**src/rtl/fms_pkg.sv**
```systemverilog
// Package for the FIFO masked status fragment of the two-wire controller.
// Assumes a single 50 MHz clock domain and a plain register port.
package fms_pkg;
  // Register map, word offsets as byte addresses
  localparam logic [7:0] FMS_OFS_MSTAT = 8'h00;
  localparam logic [7:0] FMS_OFS_MASK = 8'h04;
  localparam logic [7:0] FMS_OFS_THR = 8'h08;
  localparam logic [7:0] FMS_OFS_CLR = 8'h0c;
  // Field positions inside the status and mask words
  localparam int FMS_BIT_TXNE = 1;
  localparam int FMS_BIT_TXFULL = 2;
  localparam int FMS_BIT_TXOVR = 3;
  localparam int FMS_BIT_RXEMPTY = 4;
  // Reset values
  localparam logic [31:0] FMS_RST_MSTAT = 32'h0000_0000;
  localparam logic [3:0] FMS_RST_MASK = 4'h0;
  localparam logic [7:0] FMS_RST_THR = 8'h00;
  // Default FIFO depth
  localparam int FMS_FIFO_DEPTH = 16;

  // Raw FIFO conditions travelling together
  typedef struct packed {
    logic rx_empty;
    logic tx_overrun;
    logic tx_full;
    logic tx_nearly_empty;
  } fms_cond_t;

  // Register port request
  typedef struct packed {
    logic wr;
    logic rd;
    logic [7:0] addr;
    logic [31:0] wdata;
  } fms_req_t;
endpackage : fms_pkg

```
**src/rtl/fms_status.sv**
```systemverilog
// FIFO masked status register (bits 1..4) with mask, threshold and clear.
// Assumes FIFO level counts and overrun pulse come from same-clock logic.
// Assumes tx_overrun_pulse is one clock wide for each lost write.
// Limitation: the threshold is 8 bits, so deep FIFOs compare against 255 at most.
// Reads cost one clock; the port never inserts wait states.
//
// Contract
// - Bit 1 set when tx level <= threshold.
// - Bit 2 set while tx FIFO full.
// - Bit 3 set once tx overrun occurred.
// - Bit 4 set while rx FIFO empty.
// - Status bits read-only, reset zero.
`timescale 1ns/1ps
`default_nettype none
module fms_status #(
  parameter int DEPTH = fms_pkg::FMS_FIFO_DEPTH,
  parameter int LW = $clog2(DEPTH + 1)
) (
  // Clock and reset
  input wire logic mclk,
  input wire logic rst_b,
  // Register port
  input wire fms_pkg::fms_req_t req,
  output logic [31:0] rdata,
  // FIFO side
  input wire logic [LW-1:0] tx_level,
  input wire logic [LW-1:0] rx_level,
  input wire logic tx_overrun_pulse,
  // Interrupt request
  output logic irq
);
  import fms_pkg::*;

  logic [3:0] mask_r;
  logic [7:0] thr_r;
  logic ovr_r;
  logic [3:0] mstat_r;
  logic [31:0] rdata_r;
  logic irq_r;

  // Address decode
  wire wr_mask = req.wr && (req.addr == FMS_OFS_MASK);
  wire wr_thr = req.wr && (req.addr == FMS_OFS_THR);
  wire wr_clr = req.wr && (req.addr == FMS_OFS_CLR);
  wire clr_ovr = wr_clr && req.wdata[FMS_BIT_TXOVR];

  // Raw conditions; widened to 32 bits so any level width compares cleanly
  fms_cond_t raw;
  logic [3:0] raw_vec;
  logic [3:0] mstat_nxt;
  assign raw = '{
    rx_empty: (rx_level == '0),
    tx_overrun: ovr_r,
    tx_full: (32'(tx_level) == 32'(DEPTH)),
    tx_nearly_empty: (32'(tx_level) <= 32'(thr_r))
  };
  assign raw_vec = raw;

  // Per-source enable; one bit per condition, so one loop
  for (genvar g = 0; g < 4; g++) begin : g_mask
    assign mstat_nxt[g] = raw_vec[g] & mask_r[g];
  end

  // Control registers, writable by software
  always_ff @(posedge mclk or negedge rst_b) begin
    if (!rst_b) begin
      mask_r <= FMS_RST_MASK;
      thr_r <= FMS_RST_THR;
    end else begin
      if (wr_mask) mask_r <= req.wdata[FMS_BIT_RXEMPTY:FMS_BIT_TXNE];
      if (wr_thr) thr_r <= req.wdata[7:0];
    end
  end

  // Sticky overrun; a new event wins over a clear in the same cycle
  always_ff @(posedge mclk or negedge rst_b) begin
    if (!rst_b) ovr_r <= 1'b0;
    else ovr_r <= tx_overrun_pulse | (ovr_r & ~clr_ovr);
  end

  // Masked status held in flops; no write path reaches it
  always_ff @(posedge mclk or negedge rst_b) begin
    if (!rst_b) begin
      mstat_r <= FMS_RST_MSTAT[FMS_BIT_RXEMPTY:FMS_BIT_TXNE];
      irq_r <= 1'b0;
    end else begin
      mstat_r <= mstat_nxt;
      irq_r <= |mstat_nxt;
    end
  end

  // Read mux; unmapped addresses read zero
  logic [31:0] rd_mux;
  always_comb begin
    rd_mux = 32'h0000_0000;
    case (req.addr)
      FMS_OFS_MSTAT: rd_mux = {27'h0, mstat_r, 1'b0};
      FMS_OFS_MASK: rd_mux = {27'h0, mask_r, 1'b0};
      FMS_OFS_THR: rd_mux = {24'h0, thr_r};
      default: rd_mux = 32'h0000_0000;
    endcase
  end

  // Registered read data; zero between reads so stale words never linger
  always_ff @(posedge mclk or negedge rst_b) begin
    if (!rst_b) rdata_r <= 32'h0000_0000;
    else if (req.rd) rdata_r <= rd_mux;
    else rdata_r <= 32'h0000_0000;
  end

  // Outputs straight from flops
  assign rdata = rdata_r;
  assign irq = irq_r;

  // Assertions; reference values are rebuilt from the ports and registers, not from raw, except mstat_nxt in the read-only and irq checks
  wire chk_txne = (32'(tx_level) <= 32'(thr_r)) && mask_r[0];
  wire [3:0] wr_mask_val = req.wdata[FMS_BIT_RXEMPTY:FMS_BIT_TXNE];
  wire [7:0] wr_thr_val = req.wdata[7:0];
  wire rd_unmapped = (req.addr != FMS_OFS_MSTAT) && (req.addr != FMS_OFS_MASK)
    && (req.addr != FMS_OFS_THR);
  AST_TXNE: assert property (@(posedge mclk) disable iff (!rst_b)
    mstat_r[0] == $past(chk_txne))
    else $error("nearly empty bit wrong");
  AST_TXNE_THR: assert property (@(posedge mclk) disable iff (!rst_b)
    (mask_r[0] && tx_level <= thr_r && $stable(mask_r) && $stable(thr_r) && $stable(tx_level))
    |=> mstat_r[0]) else $error("nearly empty not reported");
  AST_TXFULL: assert property (@(posedge mclk) disable iff (!rst_b)
    (mask_r[1] && 32'(tx_level) == DEPTH) ##1 $stable(mask_r) |-> mstat_r[1])
    else $error("full not reported");
  AST_TXFULL_N: assert property (@(posedge mclk) disable iff (!rst_b)
    (32'(tx_level) != DEPTH) |=> !mstat_r[1]) else $error("full reported falsely");
  AST_OVR: assert property (@(posedge mclk) disable iff (!rst_b)
    tx_overrun_pulse |=> ovr_r) else $error("overrun lost");
  AST_OVR_HOLD: assert property (@(posedge mclk) disable iff (!rst_b)
    (ovr_r && !clr_ovr) |=> ovr_r) else $error("overrun dropped");
  AST_RXE: assert property (@(posedge mclk) disable iff (!rst_b)
    (rx_level != '0) |=> !mstat_r[3]) else $error("rx empty reported falsely");
  AST_RO: assert property (@(posedge mclk) disable iff (!rst_b)
    (req.wr && req.addr == FMS_OFS_MSTAT) |=> mstat_r == $past(mstat_nxt))
    else $error("status changed by write");
  AST_IRQ: assert property (@(posedge mclk) disable iff (!rst_b)
    irq == |mstat_r) else $error("irq not OR of bits");
  COV_OVR: cover property (@(posedge mclk) tx_overrun_pulse ##1 clr_ovr);
  COV_FULL: cover property (@(posedge mclk) mstat_r[1]);
  COV_IRQ: cover property (@(posedge mclk) $rose(irq));
  COV_SETCLR: cover property (@(posedge mclk) tx_overrun_pulse && clr_ovr);
  COV_RXE: cover property (@(posedge mclk) mstat_r[3]);

  // Nearly empty must drop when masked off or above the threshold
  AST_TXNE_N: assert property (@(posedge mclk) disable iff (!rst_b)
    (!mask_r[0] || 32'(tx_level) > 32'(thr_r)) |=> !mstat_r[0])
    else $error("nearly empty reported falsely");

  // Full and receive empty reported while enabled
  AST_TXFULL_ON: assert property (@(posedge mclk) disable iff (!rst_b)
    (mask_r[1] && 32'(tx_level) == 32'(DEPTH)) |=> mstat_r[1])
    else $error("full not reported at once");
  AST_RXE_SET: assert property (@(posedge mclk) disable iff (!rst_b)
    (mask_r[3] && rx_level == '0) |=> mstat_r[3])
    else $error("rx empty not reported");

  // Overrun: visible when enabled, cleared only by the clear word
  AST_OVR_VIS: assert property (@(posedge mclk) disable iff (!rst_b)
    (mask_r[2] && ovr_r) |=> mstat_r[2])
    else $error("overrun not reported");
  AST_OVR_CLR: assert property (@(posedge mclk) disable iff (!rst_b)
    (clr_ovr && !tx_overrun_pulse) |=> !ovr_r)
    else $error("overrun not cleared");
  AST_OVR_WINS: assert property (@(posedge mclk) disable iff (!rst_b)
    (clr_ovr && tx_overrun_pulse) |=> ovr_r)
    else $error("overrun lost to clear");
  AST_OVR_QUIET: assert property (@(posedge mclk) disable iff (!rst_b)
    (!ovr_r && !tx_overrun_pulse) |=> !ovr_r)
    else $error("overrun set without event");

  // A closed mask hides every source and the request
  AST_MASK_OFF: assert property (@(posedge mclk) disable iff (!rst_b)
    (mask_r == 4'h0) |=> (mstat_r == 4'h0 && !irq))
    else $error("masked source leaked");
  AST_IRQ_ON: assert property (@(posedge mclk) disable iff (!rst_b)
    (|mstat_nxt) |=> irq)
    else $error("irq not raised");
  AST_IRQ_OFF: assert property (@(posedge mclk) disable iff (!rst_b)
    (mstat_nxt == 4'h0) |=> !irq)
    else $error("irq raised without source");

  // Control words take the written value and otherwise hold
  AST_MASK_WR: assert property (@(posedge mclk) disable iff (!rst_b)
    wr_mask |=> mask_r == $past(wr_mask_val))
    else $error("mask write lost");
  AST_MASK_HOLD: assert property (@(posedge mclk) disable iff (!rst_b)
    !wr_mask |=> $stable(mask_r))
    else $error("mask changed without write");
  AST_THR_WR: assert property (@(posedge mclk) disable iff (!rst_b)
    wr_thr |=> thr_r == $past(wr_thr_val))
    else $error("threshold write lost");
  AST_THR_HOLD: assert property (@(posedge mclk) disable iff (!rst_b)
    !wr_thr |=> $stable(thr_r))
    else $error("threshold changed without write");

  // Read port: data only in the cycle after the strobe
  AST_RD_IDLE: assert property (@(posedge mclk) disable iff (!rst_b)
    !req.rd |=> rdata == 32'h0000_0000)
    else $error("read data outside read");
  AST_RD_STAT: assert property (@(posedge mclk) disable iff (!rst_b)
    (req.rd && req.addr == FMS_OFS_MSTAT) |=> rdata == {27'h0, $past(mstat_r), 1'b0})
    else $error("status read wrong");
  AST_RD_MASK: assert property (@(posedge mclk) disable iff (!rst_b)
    (req.rd && req.addr == FMS_OFS_MASK) |=> rdata == {27'h0, $past(mask_r), 1'b0})
    else $error("mask read wrong");
  AST_RD_THR: assert property (@(posedge mclk) disable iff (!rst_b)
    (req.rd && req.addr == FMS_OFS_THR) |=> rdata == {24'h0, $past(thr_r)})
    else $error("threshold read wrong");
  AST_RD_UNMAP: assert property (@(posedge mclk) disable iff (!rst_b)
    (req.rd && rd_unmapped) |=> rdata == 32'h0000_0000)
    else $error("unmapped read not zero");

  // Reset drives every output and status flop to zero; second low edge skips start-up
  AST_RST: assert property (@(posedge mclk)
    (!rst_b && !$past(rst_b)) |->
    (mstat_r == 4'h0 && ovr_r == 1'b0 && irq == 1'b0 && rdata == 32'h0000_0000))
    else $error("reset value wrong");
endmodule // fms_status
`default_nettype wire

```
**config.mk**
```make
export PLATFORM = sky130hd
export DESIGN_NAME = fms_status
export DESIGN_NICKNAME = d
export VERILOG_FILES = /design/src/rtl/fms_pkg.sv /design/src/rtl/fms_status.sv
export SDC_FILE = /design/constraint.sdc
export NUM_CORES = 1
export LEC_CHECK = 0
export BUFFER_PORTS_ARGS = -buffer_cell sky130_fd_sc_hd__buf_2
export CORE_ASPECT_RATIO = 0.5
export CORE_MARGIN = 10
export CORE_UTILIZATION = 38
export DETAILED_ROUTE_END_ITERATION = 10
export HOLD_SLACK_MARGIN = 0.05
export PLACE_DENSITY = 0.76
export SYNTH_ARGS = -nofsm -noshare
export SYNTH_HDL_FRONTEND = slang
export SYNTH_SLANG_ARGS = --single-unit
```
**constraint.sdc**
```tcl
create_clock -name mclk -period 1.5 [get_ports mclk]
set_input_delay 0.3 -clock mclk [delete_from_list [all_inputs] [get_ports mclk]]
set_output_delay 0.3 -clock mclk [all_outputs]
set_load 0.01 [all_outputs]
```
* Word level (Yosys, flattened, before mapping)
Index checks and enable logic that the tools add are counted.
Storage, ports and cells: register bits after elaboration 50, bits of input ports 55
Cells by class: $lt $le $gt $ge 1, equality and inequality tests 4, muxes and demuxes 2, bitwise gates (word level) 7, reduce and logical (&&, ||, !) cells 7
Operators with widths (number):
- 2-to-1 mux 32 bit | 1
- case mux 8 bit (3 select lines) | 1
- equality test 8 x 4 -> 1 bit (second input constant) | 2
- equality test 8 x 3 -> 1 bit (second input constant) | 1
- <= comparator 5 x 8 -> 1 bit | 1
- zero test 8 bit | 1
- AND 1 bit | 5
- equality test 5 bit (second input constant) | 1
- zero test 5 bit | 1
- logical AND 1 bit | 4
- OR reduction 4 bit | 1
- NOT 1 bit | 1
- bitwise OR 1 bit | 1

* Longest topological paths before layout
depth after elaboration 6, depth in mapped cells 6, depth with buffers taken out 6

* Worst setup path after synthesis
Ideal clock, no wire load.
path type in2reg, start input port req[37] (netlist bit), end register mask_r[0], setup time 0.125 ns, arrival time 1.537 ns, data required time 1.375 ns, setup slack -0.161 ns, stages 4, path buffers 0, path through or4_4 nor3_4 nand3_1 mux2_2
On the way: word-level cells in the longest chain between the ends 2
Ends and longest elaborated chain:
- start, declared | line fms_status.sv:23 | input wire fms_pkg::fms_req_t req,
- equality test 8 x 3 -> 1 bit | line fms_status.sv:42 | wire wr_mask = req.wr && (req.addr == FMS_OFS_MASK);
- logical AND 1 bit | line fms_status.sv:42
- end signal, assigned | line fms_status.sv:70 | if (wr_mask) mask_r <= req.wdata[FMS_BIT_RXEMPTY:FMS_BIT_TXNE];
- end, declared | line fms_status.sv:34 | logic [3:0] mask_r;
Every way passes these cells. A chain may end at the register's enable or synchronous reset.

* Worst setup path in the final report
start input port req[37] (netlist bit), end register thr_r[3]
On the way: word-level cells in the longest chain between the ends 2
Ends and longest elaborated chain:
- equality test 8 x 4 -> 1 bit | line fms_status.sv:43 | wire wr_thr = req.wr && (req.addr == FMS_OFS_THR);
- logical AND 1 bit | line fms_status.sv:43
- end signal, assigned | line fms_status.sv:71 | if (wr_thr) thr_r <= req.wdata[7:0];
- end, declared | line fms_status.sv:35 | logic [7:0] thr_r;
Every way passes these cells.

==> results.sh <==
export IMPL_run_status="finished, violations left"
export IMPL_violations="negative setup slack"
export IMPL_synthTopCellsByCount="26 x dfrtp_1, 24 x buf_4, 13 x nor2_1"
export IMPL_fin_crit_sh_pct=105
export IMPL_drv_cap=0
export IMPL_grt_pass1_vias=1158
export IMPL_core_area_um2=3470
export IMPL_dp_cells=217
export IMPL_cp_required_ns=1.66
export IMPL_fin_worst_skew_ns=0.00329
export IMPL_fp_row_count=15
export IMPL_synthArstFlopShare_pct=100
export IMPL_synthAdderAreaFrac_pct=4.50
export IMPL_vias=1038
export IMPL_grt_max_degree=27
export IMPL_yosys_cell_count_top_type="dfrtp_1"
export IMPL_final_nets=234
export IMPL_crit_top_cell="buf_6"
export IMPL_maxSlewViolCount=0
export IMPL_period_needed_ns=1.58
export IMPL_fillers=323
export IMPL_ff2ff_path_depth=4
export IMPL_startpoint="req[37]"
export IMPL_synth_avg_cell_area_um2=10.9
export IMPL_synthTopCellsByArea="dfrtp_1 47%, buf_4 13%, mux2_2 9.7%, ha_1 4.5%, mux2i_1 3.6%"
export IMPL_r2r_start="mask_r[3]"
export IMPL_holdPathStages=2
export IMPL_setup_viol=8
export IMPL_finalSetupTns_ns=-0.570
export IMPL_grt_pass1_wl_um=5310
export IMPL_drc=0
export IMPL_power_density_nw_per_um2=784
export IMPL_ys_flop_type="dfrtp_1"
export IMPL_die_x_um=106
export IMPL_fmax_mhz=634
export IMPL_final_antenna_net_count=0
export IMPL_leakage_nw=0.901
export IMPL_cts_tree="yes"
export IMPL_routedWlPerCell_um=15.3
export IMPL_synth_cell_types=29
export IMPL_grt_overflow=0
export IMPL_antenna_found_initial=0
export IMPL_relSlewSlack_pct=61.5
export IMPL_path_clk_slew_ns=0.08
export IMPL_hold_path_class="in2reg"
export IMPL_synth_seq_area_share_pct=46.8
export IMPL_critical_path_class="in2reg"
export IMPL_rsz0062_at_grt="true"
export IMPL_hold_viol_final=0
export IMPL_vdd_drop_max_uv=251
export IMPL_die_h_um=62.8
export IMPL_clk_latency_ns=0.27
export IMPL_end_kind="register"
export IMPL_synthXorXnorAreaFrac_pct=0
export IMPL_hold_start="rx_level[3]"
export IMPL_start_util_pct=40.0
export IMPL_critPathLaunchType="primary input"
export IMPL_slowest_stage="or4_4"
export IMPL_synth_top_family_by_area="buffers and inverters"
export IMPL_h_tree_depth=1
export IMPL_io_buffers=39
export IMPL_grt_util_all_layers_pct=9.83
export IMPL_crit_chain="buf_6 > or4_4 > nor3_4 > buf_6 > nand4b_4 > mux2_2"
export IMPL_syn_inst=127
export IMPL_cts_buffers=3
export IMPL_drive_gt1_share_pct=39.0
export IMPL_synth_simple_area_share_pct=15.0
export IMPL_rrSetupSlack_ns=0.06
export IMPL_dp_hpwl_um=2650
export IMPL_fin_ws_ns=-0.0763
export IMPL_first_iter_violations=59
export IMPL_totalWireLength_um=3420
export IMPL_synth_edf_count=0
export IMPL_synth_area_um2=1390
export IMPL_slowest_delay_ns=0.54
export IMPL_clock_sinks=26
export IMPL_cts_root_buf="clkbuf_8"
export IMPL_syn_to_final_growth_pct=21.4
export IMPL_fp_dieArea_um2=6620
export IMPL_synthMuxAreaShare_pct=13.3
export IMPL_worstHoldEndpoint="mstat_r[3]"
export IMPL_crit_fanout=8
export IMPL_synth_top_area_share_pct=46.8
export IMPL_synth_compound_area_share_pct=3.78
export IMPL_globalplace_congestion=0.814
export IMPL_n_antenna_cell=0
export IMPL_r2r_end="irq"
export IMPL_drt_pass1_iterations=4
export IMPL_final_cells=223
export IMPL_cp_arrival_ns=1.73
export IMPL_worstMarginPinSlew_ns=0.577
export IMPL_routed_via_density=4.65
export IMPL_ys_ff_latch=26
export IMPL_ys_warnings_count=0
export IMPL_yosys_area_top_type="dfrtp_1"
export IMPL_cts_max_path_buffers=2
export IMPL_top_level_ports=88
## timing repair
action | CTS | global route
endpoints found under the hold margin | 26 | 0
pin swaps | 1 | 2
resized for setup | 5 | 5
endpoints found under the setup margin | 13 | 18
setup buffers | 1 | 1
cloned | 0 | 0
hold buffers | 1 | 0
## worst max-delay path by stage
stage                            to  slack (ns)
after floorplan           mask_r[0]       -0.16
after global placement    mask_r[3]       -0.34
after detailed placement  mask_r[3]       -0.41
after CTS                  thr_r[6]       -0.09
after global routing       thr_r[4]       -0.10
final                      thr_r[3]       -0.08
## cell type report
type                    count  area [µm²]  area share (%)
clock buffers               3        41.3            2.45
well taps                  51        63.8            3.78
flip-flops and latches     26         651            38.5
multi-input cells          88         642            38.0
repair buffers             45         253            15.0
inverters                  10        37.5            2.22
## layout by cell type (no fill, tap or decap), drive strengths merged
cell type and count:
clkbuf 3, nor2 13, o211ai 1, ha 5, and2 1, o21ai 1, nand4 1, nor4b 2
nor3 3, conb 24, nand3 3, or4b 1, nand4b 2, nand2 1, a211oi 1, or4 1
nor2b 2, dfrtp 26, mux2 12, a21o 1, inv 10, buf 44, mux2i 5, and3 2
nor4 1, dlygate4sd3 1, a21oi 5
## per-stage QoR
stage	area (µm²)	power [mW]	hold WS [ns]	util, %	setup slack (ns)
floorplan	1480	0.891	0.00441	-	-0.161
global route	1690	1.39	0.196	48.6	-0.103
finish	1690	1.32	0.188	48.6	-0.0763
CTS	1650	1.32	0.191	47.5	-0.0936
global placement	1570	0.919	0.318	45.2	-0.338
detailed placement	1570	0.927	0.333	45.2	-0.410
## critical path, delay by kind of cell
family                 cells  cell delay (ns)
buffers and inverters      2             0.24
muxes                      1             0.33
and+or+nand+nor            3             0.87
## flip-flops by register name (all words and copies together), names as in the netlist
name     cells
rdata        8
ovr_r        1
thr_r        8
mstat_r      4
irq          1
mask_r       4
## metal layers
metal / up-vias / wire length (µm) / global-route usage [%] / part of all wire [%]
met5: - / 0 / 0 / 0
met4: 0 / 61 / 3.69 / 1.8
met3: 6 / 297 / 4.12 / 8.7
met2: 52 / 1760 / 17.2 / 51
met1: 507 / 1300 / 10.4 / 38
li1: 473 / - / - / -
## cell families after synthesis
group,Yosys count
AND/OR/NAND/NOR,33
buffers and inverters,36
other,1
multiplexers,17
flip-flops,26
adder cells (fa/ha/maj),5
AO/OA/AOI/OAI,9
## power by group
| part | leakage [nW] | total [mW] | internal, mW | switching [mW] |
|---|---|---|---|---|
| sequential | 0.355 | 0.738 | 0.720 | 0.0186 |
| clock | 0.0216 | 0.385 | 0.180 | 0.205 |
| combinational | 0.525 | 0.199 | 0.0870 | 0.112 |
Note: power is estimated with default switching activity, not from simulation.
